`config.mk`:
```
export PLATFORM = sky130hd
export DESIGN_NAME = cpc_top
export DESIGN_NICKNAME = d
export VERILOG_FILES = /design/src/hw/cpc_pkg.sv /design/src/hw/cpc_foldback.sv /design/src/hw/cpc_sync.sv /design/src/hw/cpc_top.sv
export SDC_FILE = /design/constraint.sdc
export NUM_CORES = 1
export LEC_CHECK = 0
export BUFFER_PORTS_ARGS = -buffer_cell sky130_fd_sc_hd__buf_2
export CAP_MARGIN = 15
export CORE_MARGIN = 5
export CORE_UTILIZATION = 57
export CTS_CLUSTER_SIZE = 10
export DETAILED_ROUTE_END_ITERATION = 8
export PLACE_DENSITY = 0.79
export REMOVE_ABC_BUFFERS = 1
export SYNTH_ARGS = -nofsm -noshare
export SYNTH_HDL_FRONTEND = slang
export SYNTH_SLANG_ARGS = --single-unit
```
`constraint.sdc`:
```
create_clock -name pclk -period 3.35 [get_ports pclk]
set_clock_uncertainty 0.2 [all_clocks]
set_input_delay 0.335 -clock pclk [delete_from_list [all_inputs] [get_ports pclk]]
set_output_delay 0.335 -clock pclk [all_outputs]
set_load 0.02 [all_outputs]
```
`src/hw/cpc_pkg.sv`:
```
// Purpose: shared constants and types for the charger protection control
// Assumes: 40 MHz pclk, analog comparators deliver digital flags
// Notes: long counts are scaled through a millisecond tick
package cpc_pkg;
	// ==========================================================
	// timing
	localparam int CLK_MHZ = 40;
	localparam int MS_CYC = CLK_MHZ * 1000;
	localparam int BOOST_OFF_MS = 300;
	localparam int BOOST_ON_MS = 60;
	localparam int OCP_DEB_NS = 10000;
	localparam int OCP_DEB_CYC = (OCP_DEB_NS * CLK_MHZ + 999) / 1000;
	localparam int OCP_RETRY_MS = 100;
	localparam int TOPOFF_MS = 30;
	localparam int FC_LIMIT_MS = 3600000;
	localparam int TO_LIMIT_MS = 1800000;
	// ==========================================================
	// current and voltage targets
	localparam logic [6:0] CUR_FULL_PCT = 7'h64;
	localparam logic [6:0] CUR_COOL_PCT = 7'h32;
	localparam logic [6:0] FOLD_STEP_PCT = 7'h05;
	localparam logic [4:0] FOLD_ZERO_C = 5'h14;
	localparam int VTERM_DROP_MV = 150;
	// ==========================================================
	// register map
	localparam logic [7:0] REG_CTRL = 8'h00;
	localparam logic [7:0] REG_STATUS = 8'h04;
	localparam logic [7:0] REG_TARGET = 8'h08;
	localparam logic [31:0] CTRL_RST = 32'h0000_0001;
	localparam int CTRL_JEITA_BIT = 0;
	// ==========================================================
	// charge states, gray along idle-cc-cv-topoff-done
	typedef enum logic [2:0] {
		ST_IDLE = 3'h0,
		ST_FASTCC = 3'h1,
		ST_CV = 3'h3,
		ST_TOPOFF = 3'h2,
		ST_DONE = 3'h6,
		ST_BUCK = 3'h7,
		ST_TFAULT = 3'h5,
		ST_TSHDN = 3'h4
	} cpc_state_t;
	typedef struct packed {
		logic input_valid;
		logic thm_low;
		logic tj_shdn;
		logic battery_node_restart;
		logic battery_node_at_reg;
		logic term_low;
		logic cold;
		logic cool;
		logic warm;
		logic hot;
		logic boost_en;
		logic charger_input_low;
		logic boost_ovl;
		logic cc1_sink;
		logic cc2_sink;
		logic battery_node_oc;
		logic sys_low;
	} cpc_flags_t;
endpackage

```
`src/hw/cpc_foldback.sv`:
```
// Purpose: thermal foldback of the charge current target
// Assumes: excess is whole degrees above the regulation point
// Notes: purely combinational, caller registers the result
module cpc_foldback import cpc_pkg::*; (
	input wire logic [6:0] base_pct,
	input wire logic [4:0] excess_c,
	output logic [6:0] out_pct
);
	// ==========================================================
	// linear slope, clamped at zero
	logic [11:0] cut;
	logic at_zero;
	assign cut = 12'(excess_c) * 12'(FOLD_STEP_PCT);
	assign at_zero = excess_c >= FOLD_ZERO_C;
	assign out_pct = (at_zero || cut >= 12'(base_pct)) ? 7'h00 : base_pct - cut[6:0];
endmodule

```
`src/hw/cpc_sync.sv`:
```
// Purpose: two-stage synchronizer for the comparator flags
// Assumes: flags are asynchronous to pclk
// Notes: first stage feeds only the second stage
module cpc_sync import cpc_pkg::*; (
	input wire logic pclk,
	input wire logic presetn,
	input wire cpc_flags_t d,
	output cpc_flags_t q
);
	// ==========================================================
	// per-bit chain
	logic [$bits(cpc_flags_t)-1:0] meta_q;
	logic [$bits(cpc_flags_t)-1:0] sync_q;
	genvar i;
	generate
		for (i = 0; i < $bits(cpc_flags_t); i++) begin : g_bit
			always_ff @(posedge pclk or negedge presetn) begin
				if (!presetn) begin
					meta_q[i] <= 1'b0;
					sync_q[i] <= 1'b0;
				end else begin
					meta_q[i] <= d[i];
					sync_q[i] <= meta_q[i];
				end
			end
		end
	endgenerate
	assign q = cpc_flags_t'(sync_q);
endmodule

```
`src/hw/cpc_top.sv`:
```
// Purpose: charge state tail, reverse boost and battery protection control
// Assumes: flags come from comparators, tj_excess from same-clock logic
// Notes: prequal and trickle entry are outside this block
// What this block does
// - top-off ends in done after duration
// - done returns to fast charge on restart
// - done state commands zero charge current
// - done to fast charge skips soft start
// - safety timer limits dwell, enters fault
// - timer fault releases status pin
// - timer fault held until input re-applied or thermal shutdown
// - overtemperature enters thermal shutdown, charger off
// - boost only with enable and low input
// - boost overload opens switch, retries later
// - persistent overload cycles 60 on 300 off
// - source pins low power until sink seen
// - debounced battery overcurrent kills discharge, buck
// - overcurrent retries after system rail low
// - foldback five percent per degree
// - zero current twenty degrees above point
// - grounded thermistor pin disables charging
// - cool zone halves fast-charge current
// - warm zone drops termination 150 mV
// - cold or hot suspends charging
// - hot/cold variant skips cool, warm adjust
// - idle forces zero current, clears timer
// - thermistor level moves to buck, resumes
module cpc_top import cpc_pkg::*; #(
	parameter int TICK_CYC = MS_CYC
) (
	input wire logic pclk,
	input wire logic presetn,
	input wire logic [7:0] paddr,
	input wire logic psel,
	input wire logic penable,
	input wire logic pwrite,
	input wire logic [31:0] pwdata,
	output logic [31:0] prdata,
	output logic pready,
	output logic pslverr,
	input wire cpc_flags_t flags_pin,
	input wire logic [4:0] tj_excess,
	output logic charger_en,
	output logic [6:0] ichg_pct,
	output logic vterm_drop,
	output logic softstart_en,
	output logic stat_o,
	output logic stat_oe_n,
	output logic boost_mode,
	output logic boost_sw_on,
	output logic cc_low_power,
	output logic cc1_src_en,
	output logic cc2_src_en,
	output logic battery_node_dis_en,
	output logic buck_en
);
	// ==========================================================
	// flags and millisecond tick
	cpc_flags_t f;
	cpc_sync u_sync (
		.pclk(pclk),
		.presetn(presetn),
		.d(flags_pin),
		.q(f)
	);
	logic [15:0] tick_cnt_q;
	logic ms_tick;
	assign ms_tick = tick_cnt_q == 16'(TICK_CYC - 1);
	always_ff @(posedge pclk or negedge presetn) begin
		if (!presetn) tick_cnt_q <= 16'h0000;
		else tick_cnt_q <= ms_tick ? 16'h0000 : tick_cnt_q + 16'h0001;
	end
	// ==========================================================
	// registers over apb
	logic [31:0] ctrl_q;
	logic jeita_full;
	logic hit_ctrl, hit_stat, hit_tgt, acc_setup;
	assign jeita_full = ctrl_q[CTRL_JEITA_BIT];
	assign acc_setup = psel && !penable;
	assign hit_ctrl = paddr == REG_CTRL;
	assign hit_stat = paddr == REG_STATUS;
	assign hit_tgt = paddr == REG_TARGET;
	// ==========================================================
	// charge state machine
	cpc_state_t state_q, state_d;
	logic [23:0] st_ms_q;
	logic charging, suspend, fc_expired, to_expired, topoff_done, tmr_clr;
	assign charging = state_q inside {ST_FASTCC, ST_CV, ST_TOPOFF};
	assign suspend = f.cold || f.hot;
	assign fc_expired = st_ms_q >= 24'(FC_LIMIT_MS);
	assign to_expired = st_ms_q >= 24'(TO_LIMIT_MS);
	assign topoff_done = st_ms_q >= 24'(TOPOFF_MS);
	// cc and cv share one fast-charge budget
	assign tmr_clr = state_d != state_q && !(state_q == ST_FASTCC && state_d == ST_CV);
	always_comb begin
		state_d = state_q;
		if (f.tj_shdn) begin
			state_d = ST_TSHDN;
		end else if (!f.input_valid) begin
			state_d = ST_IDLE;
		end else if (state_q == ST_TFAULT) begin
			state_d = ST_TFAULT;
		end else if (f.thm_low) begin
			state_d = ST_BUCK;
		end else begin
			unique case (state_q)
				ST_IDLE, ST_BUCK, ST_TSHDN: begin
					state_d = ST_FASTCC;
				end
				ST_FASTCC: begin
					if (fc_expired) state_d = ST_TFAULT;
					else if (f.battery_node_at_reg) state_d = ST_CV;
				end
				ST_CV: begin
					if (fc_expired) state_d = ST_TFAULT;
					else if (f.term_low) state_d = ST_TOPOFF;
				end
				ST_TOPOFF: begin
					if (to_expired) state_d = ST_TFAULT;
					else if (f.battery_node_restart) state_d = ST_FASTCC;
					else if (topoff_done) state_d = ST_DONE;
				end
				ST_DONE: begin
					if (f.battery_node_restart) state_d = ST_FASTCC;
				end
				ST_TFAULT: begin
					state_d = ST_TFAULT;
				end
			endcase
		end
	end
	always_ff @(posedge pclk or negedge presetn) begin
		if (!presetn) begin
			state_q <= ST_IDLE;
			st_ms_q <= 24'h000000;
		end else begin
			state_q <= state_d;
			if (tmr_clr || state_q == ST_IDLE) st_ms_q <= 24'h000000;
			else if (charging && !suspend && ms_tick) st_ms_q <= st_ms_q + 24'h000001;
		end
	end
	// ==========================================================
	// current and voltage targets
	logic cool_cut, warm_drop, ss_d;
	logic [6:0] base_pct, fold_pct, ichg_d;
	// hot/cold-only variant keeps full targets in cool and warm
	assign cool_cut = jeita_full && f.cool && !f.cold;
	assign warm_drop = jeita_full && f.warm && !f.hot;
	assign base_pct = cool_cut ? CUR_COOL_PCT : CUR_FULL_PCT;
	cpc_foldback u_fold (
		.base_pct(base_pct),
		.excess_c(tj_excess),
		.out_pct(fold_pct)
	);
	// done, idle, buck and faults all fall to zero here
	assign ichg_d = (charging && !suspend) ? fold_pct : 7'h00;
	assign ss_d = (state_d == ST_FASTCC && state_q != ST_FASTCC) ?
		state_q != ST_DONE : softstart_en;
	always_ff @(posedge pclk or negedge presetn) begin
		if (!presetn) begin
			charger_en <= 1'b0;
			ichg_pct <= 7'h00;
			vterm_drop <= 1'b0;
			softstart_en <= 1'b0;
			stat_o <= 1'b0;
			stat_oe_n <= 1'b1;
		end else begin
			charger_en <= charging && !suspend && !f.tj_shdn;
			ichg_pct <= ichg_d;
			vterm_drop <= warm_drop;
			softstart_en <= ss_d;
			stat_o <= 1'b0;
			stat_oe_n <= !charging;
		end
	end
	// ==========================================================
	// reverse boost switch and source pins
	logic boost_act, blank_q;
	logic [8:0] bst_ms_q;
	logic [1:0] cc_sel_q;
	assign boost_act = f.boost_en && f.charger_input_low;
	always_ff @(posedge pclk or negedge presetn) begin
		if (!presetn) begin
			boost_mode <= 1'b0;
			boost_sw_on <= 1'b0;
			blank_q <= 1'b0;
			bst_ms_q <= 9'h000;
		end else begin
			boost_mode <= boost_act;
			if (!boost_act) begin
				boost_sw_on <= boost_act;
				blank_q <= 1'b0;
				bst_ms_q <= 9'h000;
			end else if (!boost_mode) begin
				boost_sw_on <= 1'b1;
			end else if (boost_sw_on && !blank_q && f.boost_ovl) begin
				boost_sw_on <= 1'b0;
				bst_ms_q <= 9'h000;
			end else if (!boost_sw_on) begin
				if (bst_ms_q == 9'(BOOST_OFF_MS)) begin
					boost_sw_on <= 1'b1;
					blank_q <= 1'b1;
					bst_ms_q <= 9'h000;
				end else if (ms_tick) begin
					bst_ms_q <= bst_ms_q + 9'h001;
				end
			end else if (blank_q) begin
				// retry stays closed for the on window before judging load
				if (bst_ms_q == 9'(BOOST_ON_MS)) blank_q <= 1'b0;
				else if (ms_tick) bst_ms_q <= bst_ms_q + 9'h001;
			end
		end
	end
	always_ff @(posedge pclk or negedge presetn) begin
		if (!presetn) begin
			cc_sel_q <= 2'h0;
			cc_low_power <= 1'b0;
			cc1_src_en <= 1'b0;
			cc2_src_en <= 1'b0;
		end else begin
			if (!boost_act || !(f.cc1_sink || f.cc2_sink)) cc_sel_q <= 2'h0;
			else if (cc_sel_q == 2'h0) cc_sel_q <= f.cc1_sink ? 2'h1 : 2'h2;
			cc_low_power <= boost_act && cc_sel_q == 2'h0;
			cc1_src_en <= cc_sel_q[0];
			cc2_src_en <= cc_sel_q[1];
		end
	end
	// ==========================================================
	// battery overcurrent with auto retry
	logic ocp_fault_q;
	logic [8:0] ocp_cnt_q;
	logic [7:0] ocp_ms_q;
	logic ocp_trip, ocp_retry;
	assign ocp_trip = !ocp_fault_q && ocp_cnt_q == 9'(OCP_DEB_CYC - 1);
	assign ocp_retry = ocp_fault_q && ocp_ms_q == 8'(OCP_RETRY_MS);
	always_ff @(posedge pclk or negedge presetn) begin
		if (!presetn) begin
			ocp_fault_q <= 1'b0;
			ocp_cnt_q <= 9'h000;
			ocp_ms_q <= 8'h00;
		end else begin
			if (ocp_trip) ocp_fault_q <= 1'b1;
			else if (ocp_retry) ocp_fault_q <= 1'b0;
			if (ocp_fault_q || !f.battery_node_oc) ocp_cnt_q <= 9'h000;
			else ocp_cnt_q <= ocp_cnt_q + 9'h001;
			// a rail that recovers restarts the low-time count
			if (!ocp_fault_q || !f.sys_low || ocp_retry) ocp_ms_q <= 8'h00;
			else if (ms_tick) ocp_ms_q <= ocp_ms_q + 8'h01;
		end
	end
	always_ff @(posedge pclk or negedge presetn) begin
		if (!presetn) begin
			battery_node_dis_en <= 1'b1;
			buck_en <= 1'b0;
		end else begin
			battery_node_dis_en <= !ocp_fault_q && !ocp_trip;
			buck_en <= f.input_valid && !ocp_fault_q && !ocp_trip && !f.tj_shdn;
		end
	end
	// ==========================================================
	// apb slave, no wait states, error on unmapped address
	logic [31:0] rd_mux;
	assign rd_mux = hit_ctrl ? ctrl_q :
		hit_stat ? {21'h0, ocp_fault_q, boost_sw_on, boost_mode, suspend,
			f.thm_low, f.input_valid, f.tj_shdn, 1'b0, state_q} :
		hit_tgt ? {23'h0, vterm_drop, 1'b0, ichg_pct} : 32'h0000_0000;
	always_ff @(posedge pclk or negedge presetn) begin
		if (!presetn) begin
			ctrl_q <= CTRL_RST;
			prdata <= 32'h0000_0000;
			pready <= 1'b0;
			pslverr <= 1'b0;
		end else begin
			pready <= acc_setup;
			pslverr <= acc_setup && !(hit_ctrl || hit_stat || hit_tgt);
			if (acc_setup) prdata <= rd_mux;
			if (psel && penable && pready && pwrite && hit_ctrl) ctrl_q <= pwdata;
		end
	end
endmodule

```
* After elaboration in Yosys (flattened, before gate mapping) *
Cells that the tools add are included.

storage, ports and cells
  RAM bits = 0
  logic and storage cells = 207
  latch bits = 0
  register bits after elaboration = 191
  output and inout bits = 53
  memories kept = 0
  input bits = 67
  ROM bits = 0

cells by class
  muxes and demuxes = 50
  order comparisons = 5
  reductions and logical operators = 62
  add/subtract/negate cells = 6
  multipliers = 1
  div/mod/pow operators = 0
  shift-type cells = 0
  eq/ne operators = 24
  bitwise logic cells = 0

operator list
  kind                     number
  $mux W9                  10
  $mux W24                 2
  $mux W3                  12
  $mux W32                 1
  $logic_and A1 B1 Y1      26
  $add A24 B1 Y24 const B  1
  $ge A24 B21 Y1 const B   1
  $ge A24 B22 Y1 const B   1
  $ge A24 B5 Y1 const B    1
  $mux W7                  3
  $add A9 B1 Y9 const B    2
  $eq A9 B9 Y1 const B     2
  $add A16 B1 Y16 const B  1
  $eq A16 B16 Y1 const B   1
  $mux W16                 1
  $mux W8                  2
  $logic_not A1 Y1         15
  $pmux W3 S5              1
  $mux W1                  14
  $eq A3 B3 Y1 const B     4
  $mux W11                 1
  $logic_or A1 B1 Y1       10
  $eq A3 B2 Y1 const B     3
  $eq A9 B6 Y1 const B     1
  other kinds (24)         32

* Longest topological paths before layout *
  depth after elaboration = 15
  gate-level depth with buffers = 10

* Hierarchy *
From an unflattened synthesis, not the netlist that was laid out.

unflattened totals
  cell total of the unflattened synthesis = 767
  area total of the unflattened synthesis = 8745.9 um2

by module, submodules not included
  module        sequential area each (um2)  cells each  area an instance (um2)  times used
  cpc_top       3932.5                      654         7265.7                  1
  cpc_sync      850.8                       34          850.8                   1
  cpc_foldback  0.0                         79          629.4                   1

* Least setup slack after synthesis *
No wires, ideal clock.

  path type = input-to-reg
  start = in tj_excess[1]
  end = reg ichg_pct[2]
  data arrival time = 2.368 ns
  setup time = 0.149 ns
  path slack = 0.633 ns
  stages on the path = 9
  required time = 3.001 ns
  buffers on the path = 0
  path through = ha_1 ha_1 inv_1 fa_1 inv_1 ha_1 a21oi_1 o311ai_1 nor2_1

on the way
  longest elaborated chain between the ends = 5
  elaborated cells between the ends (all ways) = 7

RTL lines
  element               line                RTL
  start, declared       cpc_top.sv:42       input wire logic [4:0] tj_excess,
  $mul A5 B3 Y8         cpc_foldback.sv:13  assign cut = 12'(excess_c) * 12'(FOLD_STEP_PCT);
  $ge A8 B7 Y1          cpc_foldback.sv:15  assign out_pct = (at_zero || cut >= 12'(base_pct)) ? 7'h00 : base_pct - cut[6:0];
  $logic_or A1 B1 Y1    cpc_foldback.sv:15
  $mux W7 (*)           cpc_foldback.sv:15
  $mux W7 (*)           cpc_top.sv:156      assign ichg_d = (charging && !suspend) ? fold_pct : 7'h00;
  net ichg_d[2]         cpc_top.sv:145      logic [6:0] base_pct, fold_pct, ichg_d;
  end signal, assigned  cpc_top.sv:169      ichg_pct <= ichg_d;
  end, declared         cpc_top.sv:44       output logic [6:0] ichg_pct,

Mark *: on every way through the listed nets, which the timed path passes. The rest lies on a longest branch.
A chain may end at the register's enable or synchronous reset.

* Final worst setup path *
  start = reg state_q[2]
  end = reg st_ms_q[22]

on the way
  longest elaborated chain between the ends = 14
  elaborated cells between the ends (all ways) = 33

RTL lines
  element                                                line            RTL
  start, declared                                        cpc_top.sv:85   cpc_state_t state_q, state_d;
  start signal, assigned                                 cpc_top.sv:137  state_q <= state_d;
  $mux W3                                                cpc_top.sv:121  else if (topoff_done) state_d = ST_DONE;
  $mux W3                                                cpc_top.sv:120  else if (f.battery_node_restart) state_d = ST_FASTCC;
  $mux W3                                                cpc_top.sv:119  if (to_expired) state_d = ST_TFAULT;
  $pmux W3 S5                                            cpc_top.sv:106  unique case (state_q)
  $mux W3                                                cpc_top.sv:103  end else if (f.thm_low) begin
  $mux W3                                                cpc_top.sv:101  end else if (state_q == ST_TFAULT) begin
  $mux W3                                                cpc_top.sv:99   end else if (!f.input_valid) begin
  $mux W3                                                cpc_top.sv:97   if (f.tj_shdn) begin
  $eq A3 B2 Y1                                           cpc_top.sv:94   assign tmr_clr = state_d != state_q && !(state_q == ST_FASTCC && state_d == ST_CV);
  $logic_and A1 B1 Y1                                    cpc_top.sv:94
  $logic_not A1 Y1                                       cpc_top.sv:94
  $logic_and A1 B1 Y1                                    cpc_top.sv:94
  $logic_or A1 B1 Y1                                     cpc_top.sv:138  if (tmr_clr || state_q == ST_IDLE) st_ms_q <= 24'h000000;
  $mux W24 / $reduce_bool A2 Y1 (equally long branches)  -
  end signal, assigned                                   cpc_top.sv:139  else if (charging && !suspend && ms_tick) st_ms_q <= st_ms_q + 24'h000001;
  end, declared                                          cpc_top.sv:86   logic [23:0] st_ms_q;

Parallel ways exist; a longest one is shown, timed or not.

==> impl_metrics.prom <==
# TYPE chip_impl_metric gauge
chip_impl_info{name="cts_tree",value="yes"} 1
chip_impl_info{name="cp-startpoint",value="state_q[2]"} 1
chip_impl_info{name="hold_class",value="primary input to flop"} 1
chip_impl_metric{name="syn_area",unit="mm²"} 0.00845
chip_impl_metric{name="detailed_place_hpwl",unit="µm"} 12300
chip_impl_metric{name="routed_wl",unit="µm"} 19400
chip_impl_metric{name="start_util",unit=""} 0.581
chip_impl_metric{name="antenna_found_initial",unit=""} 1
chip_impl_metric{name="post_cts.resized_instances",unit=""} 0
chip_impl_metric{name="fraction_of_final_layout_cells_sized_beyond_drive_strength_1",unit=""} 0.224
chip_impl_metric{name="setup_viol",unit=""} 0
chip_impl_metric{name="reg2reg_setup_slack",unit="ns"} 0.58
chip_impl_metric{name="worst_skew_pair.late_latency",unit="ns"} 0.44
chip_impl_metric{name="async_reset_ff_frac",unit=""} 1.00
chip_impl_metric{name="path_clk_slew",unit="ns"} 0.07
chip_impl_info{name="worstReg2RegEnd",value="st_ms_q[22]"} 1
chip_impl_info{name="critPathLaunchType",value="flop"} 1
chip_impl_metric{name="timing.critical_path.fanout_max",unit=""} 11
chip_impl_metric{name="period_needed",unit="ns"} 2.77
chip_impl_metric{name="netlist.area_leader.share",unit=""} 0.557
chip_impl_metric{name="detail-route-antenna-nets",unit=""} 0
chip_impl_metric{name="layout.area.seq",unit="mm²"} 0.00478
chip_impl_metric{name="power.density_cell_area",unit="mW/mm²"} 466
chip_impl_metric{name="cts_made_buffers",unit=""} 17
chip_impl_metric{name="layout_nets",unit=""} 1045
chip_impl_metric{name="slew_at_the_pin_with_the_worst_max_slew_slack",unit="ns"} 0.577
chip_impl_metric{name="finalHoldWorstSlack",unit="ns"} 0.0673
chip_impl_metric{name="vias_per_cell",unit=""} 5.55
chip_impl_metric{name="floorplan.core_area",unit="mm²"} 0.0145
chip_impl_info{name="ys_top_cells_by_area",value="sky130_fd_sc_hd__dfrtp_1, sky130_fd_sc_hd__nor2_1, sky130_fd_sc_hd__mux2_2"} 1
chip_impl_info{name="timing.rr.start",value="state_q[2]"} 1
chip_impl_metric{name="routedWlPerCell",unit="µm"} 16.8
chip_impl_info{name="outcome",value="complete, no violations"} 1
chip_impl_metric{name="ioPinCount",unit=""} 120
chip_impl_metric{name="synth_cell_type_count",unit=""} 70
chip_impl_metric{name="grt_max_degree",unit=""} 74
chip_impl_metric{name="layout-area-overhead-vs-synth",unit="%"} 23.1
chip_impl_metric{name="hold_viol_final",unit=""} 0
chip_impl_metric{name="synth-edff-count",unit=""} 0
chip_impl_metric{name="violation_count_after_the_first_detailed_route_iteration",unit=""} 443
chip_impl_metric{name="core.rowCount",unit=""} 44
chip_impl_metric{name="remaining_drc_errors",unit=""} 0
chip_impl_metric{name="filler_cell_count",unit=""} 1010
chip_impl_metric{name="ff2ff_path_depth",unit=""} 6
chip_impl_metric{name="fp.dieArea",unit="mm²"} 0.0174
chip_impl_metric{name="max-slew-margin-rel",unit=""} 0.613
chip_impl_metric{name="part_of_the_cycle_the_worst_path_needs",unit=""} 0.826
chip_impl_metric{name="htree_num_levels",unit=""} 4
chip_impl_info{name="postSynth.topFlopCell",value="sky130_fd_sc_hd__dfrtp_1"} 1
chip_impl_metric{name="synth_warnings",unit=""} 0
chip_impl_info{name="crit_end",value="st_ms_q[22]"} 1
chip_impl_metric{name="global_route.overflow_total",unit=""} 0
chip_impl_metric{name="maxCapViolations",unit=""} 0
chip_impl_metric{name="fp.dieH",unit="µm"} 132
chip_impl_metric{name="detailroute.via_count",unit=""} 6400
chip_impl_metric{name="portBuffers",unit=""} 118
chip_impl_metric{name="synth.avg_cell_area",unit="µm²"} 10.8
chip_impl_info{name="ctsRootBufferMaster",value="sky130_fd_sc_hd__clkbuf_16"} 1
chip_impl_metric{name="grt.total_usage",unit=""} 0.229
chip_impl_metric{name="achievable-frequency",unit="GHz"} 0.361
chip_impl_metric{name="synthCells",unit=""} 780
chip_impl_info{name="final_cell_mix",value="sky130_fd_sc_hd__dfrtp_1, sky130_fd_sc_hd__buf_2, sky130_fd_sc_hd__nor2_1, sky130_fd_sc_hd__nand2_1, sky130_fd_sc_hd__dlygate4sd3_1"} 1
chip_impl_metric{name="cp_data_arrival_time",unit="ns"} 2.89
chip_impl_info{name="critPathCaptureType",value="flop"} 1
chip_impl_metric{name="detailedRoute.firstPassIterationCount",unit=""} 5
chip_impl_metric{name="synth_sequential_area_ratio",unit=""} 0.566
chip_impl_metric{name="timing_max_transition_violations_final",unit=""} 0
chip_impl_metric{name="routabilityCongestion",unit=""} 0.911
chip_impl_metric{name="grt_pass1_wl",unit="µm"} 32300
chip_impl_info{name="layout_commonest_cell",value="sky130_fd_sc_hd__dfrtp_1"} 1
chip_impl_metric{name="multi_input_comb_area",unit="mm²"} 0.00340
chip_impl_metric{name="crit_required",unit="ns"} 3.47
chip_impl_metric{name="post_cts.repair.setup_buffers",unit=""} 0
chip_impl_metric{name="number_of_register_bits_inferred_by_synthesis",unit=""} 191
chip_impl_metric{name="chipWidth",unit="µm"} 132
chip_impl_info{name="path_class",value="flop to flop"} 1
chip_impl_info{name="yosysTopAreaCell",value="sky130_fd_sc_hd__dfrtp_1"} 1
chip_impl_metric{name="power_leakage",unit="µW"} 0.00501
chip_impl_metric{name="grt_pass1_vias",unit=""} 6555
chip_impl_info{name="rsz0062_at_grt",value="no"} 1
chip_impl_metric{name="irDropWorstVdd",unit="µV"} 401
chip_impl_metric{name="numClockSinks",unit=""} 191
chip_impl_metric{name="layout.core_utilization",unit=""} 0.715
chip_impl_metric{name="clockBufferDepth",unit=""} 2
Yosys cell counts (5+ instances only):
library cell,number
sky130_fd_sc_hd__a21oi_1,29
sky130_fd_sc_hd__a22oi_1,7
sky130_fd_sc_hd__a31oi_1,5
sky130_fd_sc_hd__and3_1,14
sky130_fd_sc_hd__clkbuf_1,14
sky130_fd_sc_hd__dfrtp_1,188
sky130_fd_sc_hd__ha_1,21
sky130_fd_sc_hd__inv_1,32
sky130_fd_sc_hd__mux2_2,32
sky130_fd_sc_hd__nand2_1,77
sky130_fd_sc_hd__nand3_1,45
sky130_fd_sc_hd__nand4_1,25
sky130_fd_sc_hd__nor2_1,101
sky130_fd_sc_hd__nor2b_1,8
sky130_fd_sc_hd__nor3_1,12
sky130_fd_sc_hd__nor4_1,7
sky130_fd_sc_hd__o21ai_0,16
sky130_fd_sc_hd__or3_1,5
sky130_fd_sc_hd__xnor2_1,32
sky130_fd_sc_hd__xor2_1,29
cell type report:
type	count	share of cell area
multi-input combinational	530	0.327
inverter	32	0.0116
tap	184	0.0221
antenna	1	0.000241
sequential	191	0.460
clock inverter	9	0.0126
timing repair buffer	183	0.120
clock buffer	23	0.0460
where the power goes:
group / switching, µW / internal (µW) / leakage, µW
Clock: 845 / 1230 / 0.000290
Sequential: 34.6 / 2360 / 0.00253
Combinational: 221 / 160 / 0.00219
Total: 1100 / 3750 / 0.00501
what timing repair did:
action,in CTS,in global routing
endpoints found under the setup margin,0,0
endpoints found under the hold margin,120,0
hold buffers,52,0
through the flow:
stage / instance area [µm²] / TNS [ns] / setup WS [ns] / power (µW) / instances
final: 10400 / 0 / 0.582 / 4850 / 1153
after global routing: 10400 / 0 / 0.431 / 5020 / 1153
after CTS: 10400 / 0 / 0.612 / 4870 / 1151
after detailed placement: 9240 / 0 / 0.580 / 2760 / 1067
after global placement: 9240 / 0 / 0.652 / 2750 / 1067
after floorplan: 8300 / -41.43 / -1.30 / 2590 / 753
cell families after synthesis:
group,synth area share
simple gates,0.185
mux,0.0462
other cells,0.000444
compound gates,0.0710
xor+xnor,0.0633
buf+inv,0.0320
fa+ha+maj,0.0359
flops,0.566
routing by layer:
metal,routed length (µm),up-vias,GRT usage
met1,8160,3112,0.287
li1,-,3029,-
met5,0,-,0
met4,799,0,0.110
met2,9550,199,0.376
met3,850,60,0.0528
how the worst min path moves through the flow:
stage | to | depth (start not counted) | slack (ns) | start
6_report | ichg_pct[1] | 3 | 0.07 | tj_excess[1]
5_1_grt | ichg_pct[1] | 3 | 0.07 | tj_excess[1]
2_1_floorplan | blank_q | 0 | -0.16 | presetn
3_3_place_gp | u_sync.q[0] | 0 | 0.13 | u_sync.meta_q[0]
4_1_cts | ichg_pct[1] | 3 | 0.06 | tj_excess[1]
3_5_place_dp | u_sync.q[0] | 0 | 0.13 | u_sync.meta_q[0]
worst max-delay path: stages, from the launching register on:
cell and delay, ns:
sky130_fd_sc_hd__dfrtp_1 0.51, sky130_fd_sc_hd__or4_4 0.62, sky130_fd_sc_hd__nor3_4 0.44, sky130_fd_sc_hd__nand3_1 0.34
sky130_fd_sc_hd__nor4_1 0.32, sky130_fd_sc_hd__xnor2_1 0.16, sky130_fd_sc_hd__nor2_1 0.05
state kept, by name, summed over array words and instances, names as in the netlist, 2 cells and up:
register	cells
prdata	32
tick_cnt_q	16
ocp_ms_q	8
u_sync.q	17
u_sync.meta_q	17
bst_ms_q	9
st_ms_q	24
cc_sel_q	2
ocp_cnt_q	9
ichg_pct	7
state_q	3
ctrl_q	32
(Power assumes the default switching activity.)
